$ cat src/hw/step_seq_params.svh
`ifndef STEP_SEQ_PARAMS_SVH
`define STEP_SEQ_PARAMS_SVH

// Register byte offsets
`define REF_BASE_OFS     12'h000
`define STEP_BASE_OFS    12'h040
`define CTRL_OFS         12'h080
`define STATUS_OFS       12'h084

// Control register fields and reset value
`define CTRL_MODE_LSB    0
`define CTRL_RET_PF_BIT  2
`define CTRL_RET_ST_BIT  3
`define CTRL_UNIT_BIT    4
`define CTRL_SRC_LSB     5
`define CTRL_DEST_LSB    8
`define CTRL_SEQ_EN_BIT  10
`define CTRL_RESET       11'h000

// Step word fields
`define STEP_ACC_LSB     16

// Reference limits in tenths of a percent
`define REF_MAX          16'sh03e8
`define REF_MIN          -16'sh03e8
`define REF_FULL_SCALE   1000

// Run modes
`define MODE_STOP_END    2'h0
`define MODE_HOLD_END    2'h1
`define MODE_REPEAT      2'h2

// First reference sources
`define SRC_STORED       3'h0
`define SRC_AN_ONE       3'h1
`define SRC_AN_TWO       3'h2
`define SRC_AN_THREE     3'h3
`define SRC_PULSE        3'h4
`define SRC_PID          3'h5
`define SRC_PRESET       3'h6

// Output destinations
`define DEST_FREQ        2'h0
`define DEST_VOLT        2'h1
`define DEST_PID         2'h2

// Timing
`define CLK_PERIOD_NS    8
`define TENTH_SEC_NS     100000000
`define TENTH_SEC_CYCLES (`TENTH_SEC_NS / `CLK_PERIOD_NS)
`define TENTHS_PER_HOUR  3600
`define LAST_STEP        4'hf

`endif

$ cat src/hw/step_seq_pkg.sv
package step_seq_pkg;
	typedef enum logic [1:0] {ST_IDLE, ST_RUN, ST_HOLD} seq_state_t;
	typedef logic signed [15:0] ref_t;
endpackage

$ cat src/hw/step_table_mem.sv
`timescale 1ns/1ps
// Sixteen entries of reference, step time and ramp set; two registered read ports
module step_table_mem (
	input  wire logic                      clk_i,
	input  wire logic                      rst_i,
	input  wire logic                      we_ref_i,
	input  wire logic                      we_step_i,
	input  wire logic [3:0]                waddr_i,
	input  wire step_seq_pkg::ref_t        wref_i,
	input  wire logic [15:0]               wtime_i,
	input  wire logic [1:0]                wacc_i,
	input  wire logic [3:0]                a_addr_i,
	input  wire logic [3:0]                b_addr_i,
	output step_seq_pkg::ref_t             a_ref_o,
	output logic      [15:0]               a_time_o,
	output logic      [1:0]                a_acc_o,
	output step_seq_pkg::ref_t             b_ref_o,
	output logic      [15:0]               b_time_o,
	output logic      [1:0]                b_acc_o
);
	step_seq_pkg::ref_t ref_q  [16];
	logic [15:0]        time_q [16];
	logic [1:0]         acc_q  [16];

	// One storage slot per entry, all zero after reset
	for (genvar i = 0; i < 16; i++) begin : g_ent
		always_ff @(posedge clk_i) begin
			if (rst_i) begin
				ref_q[i]  <= 16'sh0000;
				time_q[i] <= 16'h0000;
				acc_q[i]  <= 2'h0;
			end else if (waddr_i == 4'(i)) begin
				if (we_ref_i) ref_q[i] <= wref_i;
				if (we_step_i) begin
					time_q[i] <= wtime_i;
					acc_q[i]  <= wacc_i;
				end
			end
		end
	end

	// Registered read ports
	always_ff @(posedge clk_i) begin
		if (rst_i) begin
			a_ref_o  <= 16'sh0000;
			a_time_o <= 16'h0000;
			a_acc_o  <= 2'h0;
			b_ref_o  <= 16'sh0000;
			b_time_o <= 16'h0000;
			b_acc_o  <= 2'h0;
		end else begin
			a_ref_o  <= ref_q[a_addr_i];
			a_time_o <= time_q[a_addr_i];
			a_acc_o  <= acc_q[a_addr_i];
			b_ref_o  <= ref_q[b_addr_i];
			b_time_o <= time_q[b_addr_i];
			b_acc_o  <= acc_q[b_addr_i];
		end
	end
endmodule

$ cat src/hw/step_sequencer.sv
// Added by the designer: the register addresses and register access over APB.
`timescale 1ns/1ps
`include "step_seq_params.svh"
// Summary of operation
// - Sixteen signed references, clamped to plus or minus 100.0 percent, zero at reset.
// - Frequency scales by maximum frequency, voltage by rated voltage, PID passes unchanged.
// - Terminal input pattern picks which reference is active.
// - Sequencer output can feed frequency or separated voltage command.
// - Mode 0 stops the drive after one cycle until a new run.
// - Mode 1 holds the last step's value and direction after one cycle.
// - Mode 2 restarts at the first step every cycle until stopped.
// - Negative active reference commands reverse rotation when driving frequency.
// - Units retention digit set keeps step position across power loss.
// - Tens retention digit set keeps step position across stop.
// - Each step has a running time up to 6553.5 units, zero by default.
// - Each step has a two-bit ramp time set selection.
// - Shared time unit selects seconds or hours for all step times.
// - First reference source: stored, three analog, pulse, PID or preset value.
module step_sequencer #(
	parameter int unsigned TENTH_CYCLES = `TENTH_SEC_CYCLES
) (
	input  wire logic               clk_i,
	input  wire logic               rst_i,
	input  wire logic               psel_i,
	input  wire logic               penable_i,
	input  wire logic               pwrite_i,
	input  wire logic [11:0]        paddr_i,
	input  wire logic [31:0]        pwdata_i,
	output logic      [31:0]        prdata_o,
	output logic                    pready_o,
	output logic                    pslverr_o,
	input  wire logic [3:0]         digital_input_terminal_i,
	input  wire logic               run_i,
	input  wire logic               power_fail_i,
	input  wire logic               power_on_i,
	input  wire step_seq_pkg::ref_t analog_input_one_i,
	input  wire step_seq_pkg::ref_t analog_input_two_i,
	input  wire step_seq_pkg::ref_t analog_input_three_i,
	input  wire step_seq_pkg::ref_t pulse_ref_i,
	input  wire step_seq_pkg::ref_t pid_out_i,
	input  wire step_seq_pkg::ref_t preset_frequency_value_i,
	input  wire logic [15:0]        max_freq_i,
	input  wire logic [15:0]        rated_voltage_i,
	output logic      [15:0]        freq_cmd_o,
	output logic                    reverse_o,
	output logic      [15:0]        voltage_cmd_o,
	output step_seq_pkg::ref_t      pid_setpoint_o,
	output logic      [1:0]         accel_sel_o,
	output logic                    drive_run_o,
	output logic      [3:0]         step_o
);
	step_seq_pkg::seq_state_t state_q;
	step_seq_pkg::ref_t       out_ref_q, a_ref, b_ref, wref, src_ref;
	logic [10:0] ctrl_q;
	logic [15:0] a_time, b_time, elapsed_q;
	logic [1:0]  a_acc, b_acc, acc_q;
	logic [3:0]  step_q, a_addr, a_addr_q, res_step_q, pf_step_q;
	logic [15:0] res_el_q, pf_el_q;
	logic [31:0] pre_q;
	logic [11:0] hour_q;
	logic        run_prev_q, a_valid, tick, unit_tick, wr_en, start, stop_ev;
	logic        at_time, adv;
	logic [1:0]  mode, dest;
	logic        seq_en;
	logic [9:0]  mag;
	logic [25:0] fprod, vprod;

	assign mode   = ctrl_q[`CTRL_MODE_LSB +: 2];
	assign dest   = ctrl_q[`CTRL_DEST_LSB +: 2];
	assign seq_en = ctrl_q[`CTRL_SEQ_EN_BIT];

	// APB decode; write lands at the completing edge
	assign wr_en = psel_i & penable_i & pready_o & pwrite_i;
	assign wref  = ($signed(pwdata_i[15:0]) > `REF_MAX) ? `REF_MAX :
	               ($signed(pwdata_i[15:0]) < `REF_MIN) ? `REF_MIN :
	               $signed(pwdata_i[15:0]);

	// Sequencer reads its step; otherwise the terminal pattern picks the entry
	assign a_addr  = seq_en ? step_q : digital_input_terminal_i;
	assign a_valid = (a_addr_q == a_addr);

	step_table_mem u_mem (
		.clk_i     (clk_i),
		.rst_i     (rst_i),
		.we_ref_i  (wr_en && paddr_i[11:6] == 6'h00),
		.we_step_i (wr_en && paddr_i[11:6] == 6'h01),
		.waddr_i   (paddr_i[5:2]),
		.wref_i    (wref),
		.wtime_i   (pwdata_i[15:0]),
		.wacc_i    (pwdata_i[`STEP_ACC_LSB +: 2]),
		.a_addr_i  (a_addr),
		.b_addr_i  (paddr_i[5:2]),
		.a_ref_o   (a_ref),
		.a_time_o  (a_time),
		.a_acc_o   (a_acc),
		.b_ref_o   (b_ref),
		.b_time_o  (b_time),
		.b_acc_o   (b_acc)
	);

	// APB answer: pready in the second access cycle, data registered with it
	always_ff @(posedge clk_i) begin
		if (rst_i) begin
			pready_o  <= 1'b0;
			prdata_o  <= 32'h0000_0000;
			pslverr_o <= 1'b0;
		end else begin
			pready_o  <= psel_i & penable_i & ~pready_o;
			pslverr_o <= psel_i & penable_i & ~pready_o & (paddr_i[11:3] > 9'h010 ||
			             paddr_i[1:0] != 2'h0);
			if (paddr_i[11:6] == 6'h00)
				prdata_o <= {{16{b_ref[15]}}, b_ref};
			else if (paddr_i[11:6] == 6'h01)
				prdata_o <= {14'h0000, b_acc, b_time};
			else if (paddr_i == `CTRL_OFS)
				prdata_o <= {21'h000000, ctrl_q};
			else if (paddr_i == `STATUS_OFS)
				prdata_o <= {24'h000000, drive_run_o, 1'b0, 2'(state_q), step_q};
			else
				prdata_o <= 32'h0000_0000;
		end
	end

	// Control register
	always_ff @(posedge clk_i) begin
		if (rst_i)
			ctrl_q <= `CTRL_RESET;
		else if (wr_en && paddr_i == `CTRL_OFS)
			ctrl_q <= pwdata_i[10:0];
	end

	// Tenth-of-second prescaler and tenth-of-hour divider
	assign tick      = (pre_q == TENTH_CYCLES - 1);
	assign unit_tick = tick & (~ctrl_q[`CTRL_UNIT_BIT] |
	                   (hour_q == 12'(`TENTHS_PER_HOUR - 1)));
	always_ff @(posedge clk_i) begin
		if (rst_i || state_q != step_seq_pkg::ST_RUN) begin
			pre_q  <= 32'h0000_0000;
			hour_q <= 12'h000;
		end else begin
			pre_q <= tick ? 32'h0000_0000 : pre_q + 32'h0000_0001;
			if (tick)
				hour_q <= (hour_q == 12'(`TENTHS_PER_HOUR - 1)) ? 12'h000 : hour_q + 12'h001;
		end
	end

	// Step timing
	assign start   = run_i & ~run_prev_q & seq_en;
	assign stop_ev = ~run_i & run_prev_q;
	assign at_time = (elapsed_q + 16'h0001 >= a_time);
	assign adv     = state_q == step_seq_pkg::ST_RUN && a_valid &&
	                 (a_time == 16'h0000 || (unit_tick && at_time));

	// Sequencer state, step and elapsed time
	always_ff @(posedge clk_i) begin
		if (rst_i) begin
			state_q    <= step_seq_pkg::ST_IDLE;
			step_q     <= 4'h0;
			elapsed_q  <= 16'h0000;
			run_prev_q <= 1'b0;
			a_addr_q   <= 4'h0;
		end else begin
			run_prev_q <= run_i;
			a_addr_q   <= a_addr;
			if (power_fail_i || power_on_i || stop_ev || !seq_en) begin
				state_q <= step_seq_pkg::ST_IDLE;
			end else if (start) begin
				state_q   <= step_seq_pkg::ST_RUN;
				step_q    <= res_step_q;
				elapsed_q <= res_el_q;
			end else if (adv) begin
				elapsed_q <= 16'h0000;
				if (step_q != `LAST_STEP)
					step_q <= step_q + 4'h1;
				else if (mode == `MODE_REPEAT)
					step_q <= 4'h0;
				else if (mode == `MODE_HOLD_END)
					state_q <= step_seq_pkg::ST_HOLD;
				else
					state_q <= step_seq_pkg::ST_IDLE;
			end else if (state_q == step_seq_pkg::ST_RUN && a_valid && unit_tick) begin
				elapsed_q <= elapsed_q + 16'h0001;
			end
		end
	end

	// Resume point: kept at stop or across power loss when selected
	always_ff @(posedge clk_i) begin
		if (rst_i) begin
			res_step_q <= 4'h0;
			res_el_q   <= 16'h0000;
			pf_step_q  <= 4'h0;
			pf_el_q    <= 16'h0000;
		end else if (power_fail_i) begin
			pf_step_q <= step_q;
			pf_el_q   <= elapsed_q;
		end else if (power_on_i) begin
			res_step_q <= ctrl_q[`CTRL_RET_PF_BIT] ? pf_step_q : 4'h0;
			res_el_q   <= ctrl_q[`CTRL_RET_PF_BIT] ? pf_el_q : 16'h0000;
		end else if (stop_ev && state_q != step_seq_pkg::ST_IDLE) begin
			res_step_q <= ctrl_q[`CTRL_RET_ST_BIT] ? step_q : 4'h0;
			res_el_q   <= ctrl_q[`CTRL_RET_ST_BIT] ? elapsed_q : 16'h0000;
		end else if (stop_ev) begin
			res_step_q <= ctrl_q[`CTRL_RET_ST_BIT] ? res_step_q : 4'h0;
			res_el_q   <= ctrl_q[`CTRL_RET_ST_BIT] ? res_el_q : 16'h0000;
		end
	end

	// First reference source selection
	always_comb begin
		case (ctrl_q[`CTRL_SRC_LSB +: 3])
			`SRC_STORED:   src_ref = a_ref;
			`SRC_AN_ONE:   src_ref = analog_input_one_i;
			`SRC_AN_TWO:   src_ref = analog_input_two_i;
			`SRC_AN_THREE: src_ref = analog_input_three_i;
			`SRC_PULSE:    src_ref = pulse_ref_i;
			`SRC_PID:      src_ref = pid_out_i;
			`SRC_PRESET:   src_ref = preset_frequency_value_i;
			default:       src_ref = a_ref;
		endcase
	end

	// Active reference and ramp set; zero-time steps never load while sequencing, terminal picks load any entry
	always_ff @(posedge clk_i) begin
		if (rst_i) begin
			out_ref_q <= 16'sh0000;
			acc_q     <= 2'h0;
		end else if (!seq_en) begin
			if (a_valid) begin
				out_ref_q <= (a_addr == 4'h0) ? src_ref : a_ref;
				acc_q     <= a_acc;
			end
		end else if (state_q == step_seq_pkg::ST_RUN && a_valid && a_time != 16'h0000) begin
			out_ref_q <= (step_q == 4'h0) ? src_ref : a_ref;
			acc_q     <= a_acc;
		end
	end

	// Scaling of the active reference
	assign mag   = out_ref_q[15] ? 10'(-out_ref_q) : out_ref_q[9:0];
	assign fprod = mag * max_freq_i;
	assign vprod = mag * rated_voltage_i;

	// Command outputs
	always_ff @(posedge clk_i) begin
		if (rst_i) begin
			freq_cmd_o     <= 16'h0000;
			voltage_cmd_o  <= 16'h0000;
			reverse_o      <= 1'b0;
			pid_setpoint_o <= 16'sh0000;
			accel_sel_o    <= 2'h0;
			drive_run_o    <= 1'b0;
			step_o         <= 4'h0;
		end else begin
			freq_cmd_o     <= (dest == `DEST_FREQ) ? 16'(fprod / `REF_FULL_SCALE) : 16'h0000;
			voltage_cmd_o  <= (dest == `DEST_VOLT) ? 16'(vprod / `REF_FULL_SCALE) : 16'h0000;
			reverse_o      <= (dest == `DEST_FREQ) & out_ref_q[15];
			pid_setpoint_o <= out_ref_q;
			accel_sel_o    <= acc_q;
			drive_run_o    <= seq_en ? (state_q != step_seq_pkg::ST_IDLE) : run_i;
			step_o         <= step_q;
		end
	end
endmodule

$ cat config.mk
export PLATFORM = sky130hd
export DESIGN_NAME = step_sequencer
export DESIGN_NICKNAME = d
export VERILOG_FILES = /design/src/hw/step_seq_pkg.sv /design/src/hw/step_table_mem.sv /design/src/hw/step_sequencer.sv
export VERILOG_INCLUDE_DIRS = /design/src /design/src/hw
export SDC_FILE = /design/constraint.sdc
export NUM_CORES = 2
export LEC_CHECK = 0
export ABC_AREA = 1
export BUFFER_PORTS_ARGS = -buffer_cell sky130_fd_sc_hd__buf_4
export CORE_MARGIN = 2
export CORE_UTILIZATION = 50
export DETAILED_ROUTE_END_ITERATION = 10
export PLACE_DENSITY = 0.67
export SYNTH_ARGS = -nofsm -noshare
export SYNTH_HDL_FRONTEND = slang
export SYNTH_HIERARCHICAL = 1
export SYNTH_SLANG_ARGS = --single-unit
$ cat constraint.sdc
create_clock -name clk_i -period 17.3 [get_ports clk_i]
set_clock_uncertainty 0.05 [all_clocks]
set_input_delay 1.73 -clock clk_i [delete_from_list [all_inputs] [get_ports clk_i]]
set_output_delay 1.73 -clock clk_i [all_outputs]
set_load 0.1 [all_outputs]
==> metrics.csv <==
metric;value;unit
status;finished clean;
CP max-delay cell;fa_1;
die height;356;um
Mapped Area;62100;um^2
GPL Wtd Cong;0.937;
CP required;17.85;ns
first-pass GRT wire length;315;mm
Distinct cells, synth;69;
Initial DRC Count;6759;
Final Cycle Share;0.910;
worst stage delay on the critical path;0.54;ns
chip width;356;um
Via density;5.66;
Logic pwr share;0.689;
Worst-Skew Late Latency;0.73;ns
post-synthesis sequential area ratio;0.355;
fin. max-slew vios;0;
Mean Syn Cell Area;7.12;um^2
Critical Path Sink Type;register;
sw frac;0.537;
final setup violation count;0;
final WL;208;mm
nets;9270;
CTS Buffer Depth;3;
crit-path max FO;14;
critical path class;reg -> reg;
fin worst setup slack;1.56;ns
largest net degree at the start of global routing;158;
Std-Cell Rows;129;
fmax;0.0635;GHz
initial antenna violation count;14;
internal power;6.29;mW
# IOs;274;
power consumption;13.6;mW
Worst EP arrival;16.29;ns
root buf cell;clkbuf_16;
Pleak;33.2;nW
port bufs;259;
crit start category;register;
max_slew headroom;0.105;
clk slew on worst S/H paths;0.07;ns
GR Util All Layers;0.320;
area grow syn2layout;9.80;%
total negative slack;0;ns
synth warn;6;
Pre-antenna DRT Iters;9;
Syn Inst Count;8713;
Initial Util;0.503;
Top FF cell, synth;edfxtp_1;
post-DP HPWL;136;mm
vias in the first global route;56028;
slew at the pin with the worst max-slew slack;1.34;ns
share of cells above drive strength 1;0.103;
VDD IR max;0.000523;V
Seq cells post-synth;829;
worst hold path class;reg -> reg;
H-tree level count;3;
asr flop ratio synth;0;
Max-cap violations;0;
Final Hold Vio Count;0;
Sw Pwr;7.31;mW
total grt overflow;0;
Tmin final;15.74;ns
fraction of power consumed by sequential logic;0.163;
EDFF count, synth;544;
Clk network pwr share;0.148;
Hold WS;0.381;ns
CTS tree;done;
via count;59065;
WL per Instance;19.9;um
RSZ-0062 raised after global routing;no;
Post-route DRC;0;
Post-Syn Nets;9262;
core area;123000;um^2
ANT nets after route;0;
Crit path top cell by count;nand2_1;
area of the die;127000;um^2
pwr/cell area;200;nW/um^2
worst slack, placed;1.25;ns
TritonCTS buffer count;95;
CTS Hold Bufs;0;
CTS Sinks;829;
## path summary, 6_finish.rpt
| check | slack, ns | start | to | cells past startpoint |
|---|---|---|---|---|
| min reg2reg | 0.38 | acc_q[0]$_SDFFE_PP0P_ | accel_sel_o[0]$_SDFF_PP0_ | 2 |
| max reg2reg | 1.56 | out_ref_q[0]$_SDFFE_PP0P_ | freq_cmd_o[0]$_SDFF_PP0_ | 105 |
| min | 0.38 | acc_q[0]$_SDFFE_PP0P_ | accel_sel_o[0]$_SDFF_PP0_ | 2 |
| max | 1.56 | out_ref_q[0]$_SDFFE_PP0P_ | freq_cmd_o[0]$_SDFF_PP0_ | 105 |
## registers in the layout, indices dropped and copies added (netlist names), 11 cells and up
name            cells
freq_cmd_o         16
pid_setpoint_o     16
u_mem/a_time_o     16
out_ref_q          16
u_mem/time_q      256
prdata_o           19
u_mem/a_ref_o      16
ctrl_q             11
u_mem/ref_q       256
hour_q             12
pre_q              32
elapsed_q          16
res_el_q           16
u_mem/b_ref_o      16
u_mem/b_time_o     16
voltage_cmd_o      16
u_mem/acc_q        32
pf_el_q            16
## synth_stat cells, types with 36 or more instances
master | count | area share
a21oi_1 | 237 | 0.019
a31oi_1 | 36 | 0.0036
buf_1 | 55 | 0.0033
buf_2 | 78 | 0.0063
clkbuf_1 | 277 | 0.017
dfxtp_1 | 285 | 0.092
edfxtp_1 | 544 | 0.26
fa_1 | 220 | 0.071
ha_1 | 145 | 0.029
inv_1 | 1325 | 0.080
inv_2 | 97 | 0.0059
nand2_1 | 2162 | 0.13
nand2_2 | 89 | 0.0090
nand2_4 | 39 | 0.0071
nand3_1 | 1274 | 0.10
nand3_2 | 44 | 0.0071
nand4_1 | 72 | 0.0073
nor2_1 | 980 | 0.059
nor2_2 | 43 | 0.0043
nor3_1 | 65 | 0.0052
o21ai_0 | 177 | 0.014
o21ai_1 | 47 | 0.0038
xor2_1 | 81 | 0.011
## stage by stage
stage | std cells | util | cell area [um^2]
4_1_cts | 10434 | 0.551 | 68100
2_1_floorplan | 8713 | - | 62100
3_3_place_gp | 10255 | 0.526 | 65000
5_1_grt | 10443 | 0.552 | 68200
3_5_place_dp | 10255 | 0.526 | 65000
6_report | 10443 | 0.552 | 68200
## power groups by stage
stage,Combinational [mW],Clock [mW],Sequential [mW]
2_1_floorplan,7.54,0,2.34
3_3_place_gp,9.09,0,2.26
3_5_place_dp,9.26,0,2.26
4_1_cts,9.30,2.04,2.22
5_1_grt,10.6,2.11,2.22
6_report,9.37,2.02,2.22
## critical path: cells and delay by family (launching register included)
kind / cells / cell delay (ns)
compound gates: 7 / 1.25
fa+ha+maj: 7 / 3.15
buf+inv: 18 / 1.78
flops: 1 / 0.34
simple gates: 73 / 9.05
## metal layers
| metal | global-route usage | share of wire | up-vias | wire [um] |
|---|---|---|---|---|
| li1 | - | - | 27709 | - |
| met1 | 0.418 | 0.39 | 27399 | 81200 |
| met2 | 0.512 | 0.45 | 3340 | 92500 |
| met3 | 0.0697 | 0.12 | 609 | 24500 |
| met4 | 0.138 | 0.045 | 8 | 9310 |
| met5 | 0 | 0.00023 | - | 48 |
## layout make-up
cell class                      instances  area (um^2)
Antenna cell                            3         7.51
Multi-Input combinational cell       6008        32900
Inverter                             1441         5460
Clock buffer                          142         2710
Clock inverter                         37          385
Timing Repair Buffer                  343         2600
Sequential cell                       829        22000
Timing Repair inverter                  3         17.5
Tap cell                             1637         2050
Fill cell                           11615        55300
## cells in the final DEF, fill, tap and decap left out, types with 31 or more instances in the layout
master / netlist / routed
nand2_1: 2162 / 2156
inv_1: 1325 / 1316
nand3_1: 1274 / 1274
nor2_1: 980 / 977
edfxtp_1: 544 / 544
buf_4: 23 / 340
dfxtp_1: 285 / 285
a21oi_1: 237 / 236
fa_1: 220 / 220
o21ai_0: 177 / 176
ha_1: 145 / 145
inv_2: 97 / 97
clkbuf_16: 0 / 95
nand2_2: 89 / 94
xor2_1: 81 / 80
nand4_1: 72 / 72
nor3_1: 65 / 59
o21ai_1: 47 / 48
nor2_2: 43 / 46
nand3_2: 44 / 44
nand2_4: 39 / 40
a31oi_1: 36 / 36
clkbuf_1: 277 / 31
## cells by family after synthesis
logic type      share of synthesized area
buf+inv                             0.117
flops                               0.355
simple gates                        0.351
compound gates                     0.0639
xor+xnor                           0.0132
fa+ha+maj                           0.100
## timing repair
action                     CTS  global route
setup endpoints to repair    0             3
resized for setup            0            12
hold endpoints to repair     0             0
buffers inserted             0             3
No activity file was read; power rests on OpenSTA's default activity.
